[src/common/flash_ctrl_pkg.sv]
// What this block does
// - go bit launches operation, hardware clears it
// - go accepted only when enabled and unlocked
// - device reset clears only write-unlock enable
// - enable gates go writes and supply detector
// - failed sequence sets read-only fail flag
// - enabled detector sets sticky low-voltage fault
// - enabled detector drives live low-voltage status
// - operation select writable only while disabled
// - code 0101 erases array unless array protected
// - code 0100 erases page unless protected
// - code 0011 programs row unless protected
// - other codes except 0000 do nothing, reserved too
// - go with code 0000 clears both flags
// - unused bits read zero, all power up zero
package flash_ctrl_pkg;

  localparam logic [31:0] CTRL_OFFSET   = 32'h0000_0000;
  localparam int          GO_BIT        = 15;
  localparam int          UNLOCK_EN_BIT = 14;
  localparam int          FAIL_BIT      = 13;
  localparam int          LVF_BIT       = 12;
  localparam int          LVL_BIT       = 11;
  localparam int          OPSEL_MSB     = 3;
  localparam int          OPSEL_LSB     = 0;
  localparam int          HI_ZERO_MSB   = 31;
  localparam int          HI_ZERO_LSB   = 16;
  localparam int          MID_ZERO_MSB  = 10;
  localparam int          MID_ZERO_LSB  = 4;

  localparam logic        BIT_RESET     = 1'b0;
  localparam logic [3:0]  OPSEL_RESET   = 4'h0;
  localparam logic [31:0] WORD_ZERO     = 32'h0000_0000;

  localparam logic [3:0]  OP_NOP_CLEAR  = 4'h0;
  localparam logic [3:0]  OP_NOP_2      = 4'h2;
  localparam logic [3:0]  OP_ROW_PROG   = 4'h3;
  localparam logic [3:0]  OP_PAGE_ERASE = 4'h4;
  localparam logic [3:0]  OP_ARRAY_ERASE = 4'h5;
  localparam logic [3:0]  OP_NOP_6      = 4'h6;

  localparam logic [1:0]  HTRANS_NONSEQ = 2'h2;
  localparam logic        HRESP_OKAY    = 1'b0;

  typedef enum logic [1:0]
  {
    SEQ_IDLE  = 2'b00,
    SEQ_CHECK = 2'b01,
    SEQ_RUN   = 2'b10,
    SEQ_DONE  = 2'b11
  } seq_state_type;

  function automatic logic is_flash_op(input logic [3:0] op);
    is_flash_op = (op == OP_ROW_PROG) || (op == OP_PAGE_ERASE) ||
                  (op == OP_ARRAY_ERASE);
  endfunction

endpackage

[src/common/seq_if.sv]
`timescale 1ns/1ns
interface seq_if;
  logic       start;
  logic [3:0] op;
  logic       done;
  logic       fail;

  modport ctrl
  (
    output start,
    output op,
    input  done,
    input  fail
  );

  modport seq
  (
    input  start,
    input  op,
    output done,
    output fail
  );
endinterface

[src/rtl/flash_op_sequencer.sv]
`timescale 1ns/1ns
module flash_op_sequencer
(
  input  wire logic hclk,
  input  wire logic por_n,
  seq_if.seq        s,
  output logic       flash_req,
  output logic [3:0] flash_op,
  input  wire logic  page_protected,
  input  wire logic  row_protected,
  input  wire logic  array_protected,
  input  wire logic  flash_done,
  input  wire logic  flash_error
);
  import flash_ctrl_pkg::*;

  seq_state_type state_reg;
  seq_state_type state_next;
  logic [3:0]    op_reg;
  logic [3:0]    op_next;
  logic          fail_reg;
  logic          fail_next;
  logic          blocked;

  always_comb
  begin
    case (op_reg)
      OP_ARRAY_ERASE: blocked = array_protected;
      OP_PAGE_ERASE:  blocked = page_protected;
      OP_ROW_PROG:    blocked = row_protected;
      default:        blocked = 1'b0;
    endcase
  end

  always_comb
  begin
    state_next = state_reg;
    op_next    = op_reg;
    fail_next  = fail_reg;
    case (state_reg)
      SEQ_IDLE:
      begin
        if (s.start)
        begin
          op_next    = s.op;
          fail_next  = 1'b0;
          state_next = SEQ_CHECK;
        end
      end
      SEQ_CHECK:
      begin
        if (!is_flash_op(op_reg))
          state_next = SEQ_DONE;
        else if (blocked)
        begin
          fail_next  = 1'b1;
          state_next = SEQ_DONE;
        end
        else
          state_next = SEQ_RUN;
      end
      SEQ_RUN:
      begin
        if (flash_done)
        begin
          fail_next  = flash_error;
          state_next = SEQ_DONE;
        end
      end
      SEQ_DONE: state_next = SEQ_IDLE;
      default:  state_next = SEQ_IDLE;
    endcase
  end

  always_ff @(posedge hclk or negedge por_n)
  begin
    if (!por_n)
    begin
      state_reg <= SEQ_IDLE;
      op_reg    <= OPSEL_RESET;
      fail_reg  <= BIT_RESET;
    end
    else
    begin
      state_reg <= state_next;
      op_reg    <= op_next;
      fail_reg  <= fail_next;
    end
  end

  assign flash_req = (state_reg == SEQ_RUN);
  assign flash_op  = op_reg;
  assign s.done    = (state_reg == SEQ_DONE);
  assign s.fail    = fail_reg;
endmodule

[src/rtl/flash_program_erase_control.sv]
`timescale 1ns/1ns
module flash_program_erase_control
(
  input  wire logic        hclk,
  input  wire logic        hresetn,
  input  wire logic        por_n,
  input  wire logic        hsel,
  input  wire logic [31:0] haddr,
  input  wire logic [1:0]  htrans,
  input  wire logic        hwrite,
  input  wire logic [2:0]  hsize,
  input  wire logic [31:0] hwdata,
  input  wire logic        hready,
  output logic             hreadyout,
  output logic             hresp,
  output logic [31:0]      hrdata,
  input  wire logic        unlock_pulse,
  input  wire logic        supply_low,
  output logic             detector_enable,
  output logic             flash_req,
  output logic [3:0]       flash_op,
  input  wire logic        page_protected,
  input  wire logic        row_protected,
  input  wire logic        array_protected,
  input  wire logic        flash_done,
  input  wire logic        flash_error
);
  import flash_ctrl_pkg::*;

  seq_if sq ();

  // bus state
  logic        wr_pend_reg;
  logic        wr_pend_next;
  logic        rd_pend_reg;
  logic        rd_pend_next;
  logic        hit_reg;
  logic        hit_next;
  logic [31:0] hrdata_reg;
  logic [31:0] hrdata_next;

  // control register state
  logic        go_reg;
  logic        go_next;
  logic        unlock_en_reg;
  logic        unlock_en_next;
  logic        fail_reg;
  logic        fail_next;
  logic        lvf_reg;
  logic        lvf_next;
  logic        lvl_reg;
  logic        lvl_next;
  logic [3:0]  opsel_reg;
  logic [3:0]  opsel_next;
  logic        armed_reg;
  logic        armed_next;

  logic        addr_take;
  logic        wr_commit;
  logic        launch;
  logic        clear_flags;
  logic        unlock_en_rst_n;
  logic [31:0] read_word;

  // address phase acceptance
  always_comb
  begin
    addr_take = hsel && hready && (htrans == HTRANS_NONSEQ);
  end

  always_comb
  begin
    wr_pend_next = 1'b0;
    rd_pend_next = 1'b0;
    hit_next     = hit_reg;
    if (addr_take)
    begin
      wr_pend_next = hwrite;
      rd_pend_next = !hwrite;
      hit_next     = (haddr == CTRL_OFFSET);
    end
  end

  always_comb
  begin
    read_word                            = WORD_ZERO;
    read_word[GO_BIT]                    = go_reg;
    read_word[UNLOCK_EN_BIT]             = unlock_en_reg;
    read_word[FAIL_BIT]                  = fail_reg;
    read_word[LVF_BIT]                   = lvf_reg;
    read_word[LVL_BIT]                   = lvl_reg;
    read_word[OPSEL_MSB:OPSEL_LSB]       = opsel_reg;
  end

  // reads take one wait state so a preceding write is visible
  always_comb
  begin
    hrdata_next = hrdata_reg;
    if (rd_pend_reg)
      hrdata_next = hit_reg ? read_word : WORD_ZERO;
  end

  always_ff @(posedge hclk or negedge hresetn)
  begin
    if (!hresetn)
    begin
      wr_pend_reg <= 1'b0;
      rd_pend_reg <= 1'b0;
      hit_reg     <= 1'b0;
      hrdata_reg  <= WORD_ZERO;
    end
    else
    begin
      wr_pend_reg <= wr_pend_next;
      rd_pend_reg <= rd_pend_next;
      hit_reg     <= hit_next;
      hrdata_reg  <= hrdata_next;
    end
  end

  assign hreadyout = !rd_pend_reg;
  assign hresp     = HRESP_OKAY;
  assign hrdata    = hrdata_reg;

  // write data phase commits to the control register
  always_comb
  begin
    wr_commit = wr_pend_reg && hit_reg;
  end

  always_comb
  begin
    launch = wr_commit && hwdata[GO_BIT] && !go_reg &&
             unlock_en_reg && armed_reg;
    clear_flags = launch && (opsel_reg == OP_NOP_CLEAR);
  end

  // unlock qualifier: any control write consumes it
  always_comb
  begin
    armed_next = armed_reg;
    if (wr_commit)
      armed_next = 1'b0;
    if (unlock_pulse)
      armed_next = 1'b1;
  end

  always_comb
  begin
    unlock_en_next = unlock_en_reg;
    opsel_next     = opsel_reg;
    go_next        = go_reg;
    if (wr_commit)
    begin
      unlock_en_next = hwdata[UNLOCK_EN_BIT];
      if (!unlock_en_reg)
        opsel_next = hwdata[OPSEL_MSB:OPSEL_LSB];
    end
    if (launch)
      go_next = 1'b1;
    else if (sq.done)
      go_next = 1'b0;
  end

  // flags: a set in the clearing cycle wins
  always_comb
  begin
    fail_next = fail_reg;
    lvf_next  = lvf_reg;
    if (clear_flags)
    begin
      fail_next = 1'b0;
      lvf_next  = 1'b0;
    end
    if (sq.done && sq.fail)
      fail_next = 1'b1;
    if (unlock_en_reg && supply_low)
      lvf_next = 1'b1;
    lvl_next = unlock_en_reg && supply_low;
  end

  assign unlock_en_rst_n = hresetn && por_n;

  always_ff @(posedge hclk or negedge unlock_en_rst_n)
  begin
    if (!unlock_en_rst_n)
      unlock_en_reg <= BIT_RESET;
    else
      unlock_en_reg <= unlock_en_next;
  end

  always_ff @(posedge hclk or negedge por_n)
  begin
    if (!por_n)
    begin
      go_reg    <= BIT_RESET;
      fail_reg  <= BIT_RESET;
      lvf_reg   <= BIT_RESET;
      lvl_reg   <= BIT_RESET;
      opsel_reg <= OPSEL_RESET;
      armed_reg <= BIT_RESET;
    end
    else
    begin
      go_reg    <= go_next;
      fail_reg  <= fail_next;
      lvf_reg   <= lvf_next;
      lvl_reg   <= lvl_next;
      opsel_reg <= opsel_next;
      armed_reg <= armed_next;
    end
  end

  assign detector_enable = unlock_en_reg;
  assign sq.start        = launch;
  assign sq.op           = opsel_reg;

  flash_op_sequencer u_seq
  (
    .hclk            (hclk),
    .por_n           (por_n),
    .s               (sq),
    .flash_req       (flash_req),
    .flash_op        (flash_op),
    .page_protected  (page_protected),
    .row_protected   (row_protected),
    .array_protected (array_protected),
    .flash_done      (flash_done),
    .flash_error     (flash_error)
  );
endmodule

[config.mk]
export PLATFORM = sky130hd
export DESIGN_NAME = flash_program_erase_control
export DESIGN_NICKNAME = d
export VERILOG_FILES = /design/src/common/flash_ctrl_pkg.sv /design/src/common/seq_if.sv /design/src/rtl/flash_op_sequencer.sv /design/src/rtl/flash_program_erase_control.sv
export SDC_FILE = /design/constraint.sdc
export NUM_CORES = 1
export LEC_CHECK = 0
export ABC_AREA = 1
export BUFFER_PORTS_ARGS = -buffer_cell sky130_fd_sc_hd__buf_4
export CAP_MARGIN = 20
export CORE_ASPECT_RATIO = 0.75
export CORE_MARGIN = 2
export CORE_UTILIZATION = 43
export CTS_BUF_LIST = sky130_fd_sc_hd__clkbuf_4 sky130_fd_sc_hd__clkbuf_8 sky130_fd_sc_hd__clkbuf_16
export CTS_CLUSTER_DIAMETER = 120
export DETAILED_ROUTE_END_ITERATION = 7
export PLACE_DENSITY = 0.95
export SLEW_MARGIN = 25
export SYNTH_ARGS = -nofsm -noshare
export SYNTH_HDL_FRONTEND = slang
export SYNTH_SLANG_ARGS = --single-unit
[constraint.sdc]
create_clock -name hclk -period 3.1 [get_ports hclk]
set_input_delay 0.465 -clock hclk [delete_from_list [all_inputs] [get_ports hclk]]
set_output_delay 0.465 -clock hclk [all_outputs]
set_load 0.03 [all_outputs]
# Word-level counts from Yosys, hierarchy flattened
# Cells that the tools add are included.
[word_totals]
register_bits = 52
input_bits = 82
out_inout_bits = 40
[classes]
n_eq_ne = 11
n_mux = 21
n_bitwise = 1
reduce_logical = 28
[op_table]
columns = ["operator", "n"]
rows = [
  ["$logic_not 32->1", 1],
  ["$mux 16", 1],
  ["$mux 1", 14],
  ["$logic_and 1x1->1", 11],
  ["$eq 4x3->1 const B", 2],
  ["$pmux 2 s4", 1],
  ["$reduce_bool 2->1", 4],
  ["$eq 2x2->1 const B", 3],
  ["$mux 2", 3],
  ["$ne 2x1->1 const B", 3],
  ["$pmux 1 s3", 2],
  ["$reduce_and 2->1", 3],
  ["$reduce_and 5->1", 1],
  ["$eq 4x2->1 const B", 1],
  ["$logic_not 4->1", 1],
  ["$logic_not 1->1", 3],
  ["$reduce_bool 3->1", 1],
  ["$eq 2x1->1 const B", 1],
  ["$logic_not 2->1", 1],
  ["$logic_or 1x1->1", 2],
  ["$ne 2x2->1 const B", 1],
  ["$not 1->1", 1],
]

# Depth between registers and ports, before layout
[depth]
ltp_word = 8
ltp_mapped = 10
ltp_nobuf = 10

# By module
# Synthesis repeated with hierarchy kept, for this count alone.
[unflattened]
cells_unflattened = 206
area_unflattened_um2 = 1597.8
[modules_own_cells]
columns = ["module", "instances", "cells_each", "area_each_um2"]
rows = [
  ["flash_program_erase_control", 1, 147, 1159.9],
  ["flash_op_sequencer", 1, 59, 437.9],
]

# Least setup slack after synthesis
# No wires, ideal clock.
[synth_timing]
path_kind = "flip-flop to flip-flop"
startpoint = "register u_seq.state_reg[0]"
endpoint = "register u_seq.state_reg[0]"
setup_ns = 0.120
arrival_ns = 1.333
setup_slack_ns = 1.646
path_stages_with_launch = 10
cell_sequence = "dfrtp_1 > inv_1 > ha_1 > inv_1 > nor2_1 > inv_1 > nand2_4 > inv_1 > o21ai_0 > nand2_1"
[synth_between]
elab_chain_cells = 3
word_cells_on_any_way = 8
cone_classes = "eq/ne: 5; mux: 1; reduce/logical: 2"
[synth_rtl]
columns = ["element", "line_no", "source"]
rows = [
  ["start, declared", "flash_op_sequencer.sv:17", "seq_state_type state_reg;"],
  ["start signal, assigned", "flash_op_sequencer.sv:85", "state_reg <= state_next;"],
  ["$eq 2x2->1 (*)", "--", ""],
  ["named net flash_req", "flash_program_erase_control.sv:20", "output logic flash_req,"],
  ["$ne 2x1->1 (no line)", "--", ""],
  ["$reduce_and 2->1 (no line)", "--", ""],
]
# Mark *: on every way through the listed nets, which the timed path passes. The rest lies on a longest branch.
# A chain may end at the register's enable or synchronous reset.

# Worst setup path after layout
[layout_timing]
startpoint = "register rd_pend_reg"
endpoint = "output port hreadyout"
[layout_between]
elab_chain_cells = 1
[layout_rtl]
columns = ["element", "line_no", "source"]
rows = [
  ["start, declared", "flash_program_erase_control.sv:35", "logic rd_pend_reg;"],
  ["start signal, assigned", "flash_program_erase_control.sv:115", "rd_pend_reg <= rd_pend_next;"],
  ["$logic_not 1->1", "flash_program_erase_control.sv:121", "assign hreadyout = !rd_pend_reg;"],
  ["end, declared", "flash_program_erase_control.sv:14", "output logic hreadyout,"],
]
# Every way passes these cells.

==> results.ini <==
[routing]
drt_iter0_markers = 49
routed-wl-met2_um = 1753
drtAntennaViolNets = 0
wirelength_um = 3399
route.met3.wl_um = 298
dr.pass1.iters = 4
drc = 0
wl_met1_um = 1300
post_drt_wl_per_cell_um = 10.36
topRoutingLayerUsed = met4
dr_total_vias = 1480
viasPerCell = 4.512

[clock_tree]
ctsHoldBuffers = 0
clockRootBuffer = clkbuf_8
htree_levels = 2
post_cts_buffers = 0
clk_pin_slew_ps = 60
cts.sinks = 29
cts_tree = built
clockBufferDepth = 2
cts_resized = 0
clk_latency_ps = 280
cts_buffers = 5

[logic_synthesis]
synthMuxAreaShare_pct = 0
ys_ff_latch = 29
syn_area_um2 = 1630
synth_xor_area_share_pct = 0
synth-simple-area-share_pct = 28.40
synth_cell_types = 25
synthCells = 203
synth_top_family_by_area = simple AND/OR/NAND/NOR gates
synth.area.top_cells = dfrtp_1 45%, buf_4 11%, nand2_1 9.9%
synthFlopType = dfrtp_1
synth_fa_ha_area_share_pct = 4.605
synth_compound_area_share_pct = 5.372
seq_area_frac_synth_pct = 44.51
ys.warnings.count = 0
syn_avg_cell_area_um2 = 8.031
async_reset_ff_share_pct = 100.0
yosysTopAreaCellShare_pct = 44.51
synth_area_leader_cell = dfrtp_1
synth_edf_count = 0

[global_route]
antenna_found_initial = 0
grt_pass1_vias = 1325
grt_pass1_wl_um = 5292
gr-total-overflow = 0
grt_max_degree = 18
grt_usage_pct = 16.46

[sta]
finalCritPeriodShare_pct = 60.43
fmax_ghz = 0.5338
hold_viol = 0
tns_ps = 0
setup_viol = 0
rsz0062_at_grt = no
period_needed_ps = 1873
finalClockSkew_ps = 2.133
maxSlewViolCount = 0

[floorplan]
rows = 19
core_um2 = 3637
die_h_um = 57.33
die-width_um = 75.10
die-area_um2 = 4305
boundaryPins = 122
initial_core_util_pct = 44.82

[power_and_ir_drop]
clkPwrFrac_pct = 30.0
p_per_area_nw_per_um2 = 485.1
pwr-share-seq_pct = 40.1
ir_drop_v = 0.0001974
p_sw_uw = 350.9
p_int_uw = 713.7
p_leak_uw = 0.001225
switching_share_pct = 32.96
share_comb_of_total_power_pct = 29.9

[setup_path]
endpoint_kind = output port
path_class = reg -> out
startpoint_type = flop
arrival_ps = 1410
reg2reg_depth = 9
cp_cell_sequence = clkinv_1 -> buf_4
critical-path-max-stage-delay_ps = 520
required_ps = 2630
slowest_stage = dfrtp_1
path_max_fanout = 10

[status]
status = complete, no violations

[finish]
mostFrequentLayoutCells = 68 x buf_4, 43 x nand2_1, 29 x dfrtp_1, 27 x nor2_1, 24 x conb_1
n_antenna_cell = 0
area_delta_synth_final_pct = 34.61
fillers = 335
drive_gt1_share_pct = 31.16
final-instance-count-excl-fill = 328
final_common_cell = buf_4
nets = 363
largest_register_ffs = 9

[worst_hold_path]
hold_path_class = in -> async

[placed_design]
gp_congestion = 0.8297
dp.cells = 320
dp_hpwl_um = 2833
io_buffer_count = 68

[run]
cap_violations = 0

==> power groups by stage <==
stage          sequential (uW)  clock (uW)  combinational (uW)
2_1_floorplan              427           0                 248
3_3_place_gp               431           0                 315
3_5_place_dp               433           0                 323
4_1_cts                    427         332                 323
5_1_grt                    429         346                 360
6_report                   427         319                 319
==> worst paths after layout <==
path | startpoint | to | slack (ps)
worst max-delay path | rd_pend_reg$_DFF_PN0_ | hreadyout | 1230
worst min-delay path | hresetn | hrdata[2]$_DFFE_PN0P_ | 20
worst max register to register | u_seq.state_reg[0]$_DFFE_PN0P_ | u_seq.state_reg[0]$_DFFE_PN0P_ | 1730
worst min register to register | armed_reg$_DFFE_PN0P_ | armed_reg$_DFFE_PN0P_ | 480
max in group asynchronous | por_n | detector_enable$_DFFE_PN0N_ | 2780
min in group hclk | hwrite | rd_pend_reg$_DFF_PN0_ | 340
==> layer usage <==
layer | up-vias | track usage, %
met5 | - | 0
met4 | 0 | 5.357
met3 | 5 | 4.947
met2 | 62 | 29.20
met1 | 678 | 18.79
li1 | 735 | -
==> cell usage after synthesis (2+ instances only) <==
library cell  number
inv_2              2
o21ai_0           11
ha_1               6
nor2_1            27
nand2_2            2
nand4_1            5
inv_1             20
buf_4             24
a21oi_1            5
nand3_1           15
nand2_1           43
nor2_4             2
dfrtp_1           29
==> cell families (layout without fill, tap and decap cells) <==
group                    count (synthesis)  count (layout)
other                                    1              24
adder cells (fa/ha/maj)                  6               6
AO/OA/AOI/OAI                           17              17
flip-flops                              29              29
buffers and inverters                   49              99
AND/OR/NAND/NOR                        101             101
==> cell type report <==
type	instances	area [um^2]	share of cell area, %
clock buffers	8	91.34	4.162
multi-input cells	148	715.7	32.61
repair buffers	68	510.5	23.26
inverters	23	86.33	3.934
flip-flops and latches	29	725.7	33.07
well taps	52	65.06	2.965
==> worst max-delay path: cells and delay by family (launching register included) <==
kind / cells / cell delay (ps)
buf+inv: 2 / 600
flops: 1 / 520
==> metrics by stage <==
step / util, % / hold slack [ps] / setup WS, ps / instance area [um^2] / power (uW)
2_1_floorplan: - / 169.4 / 1646 / 1717 / 675.0
3_3_place_gp: 57.83 / 311.7 / 1576 / 2103 / 746.3
3_5_place_dp: 57.83 / 313.7 / 1537 / 2103 / 755.9
4_1_cts: 60.34 / 5.353 / 1231 / 2195 / 1081
5_1_grt: 60.34 / 15.47 / 1140 / 2195 / 1134
6_report: 60.34 / 15.04 / 1227 / 2195 / 1065
Note: power is estimated with default switching activity, not from simulation.
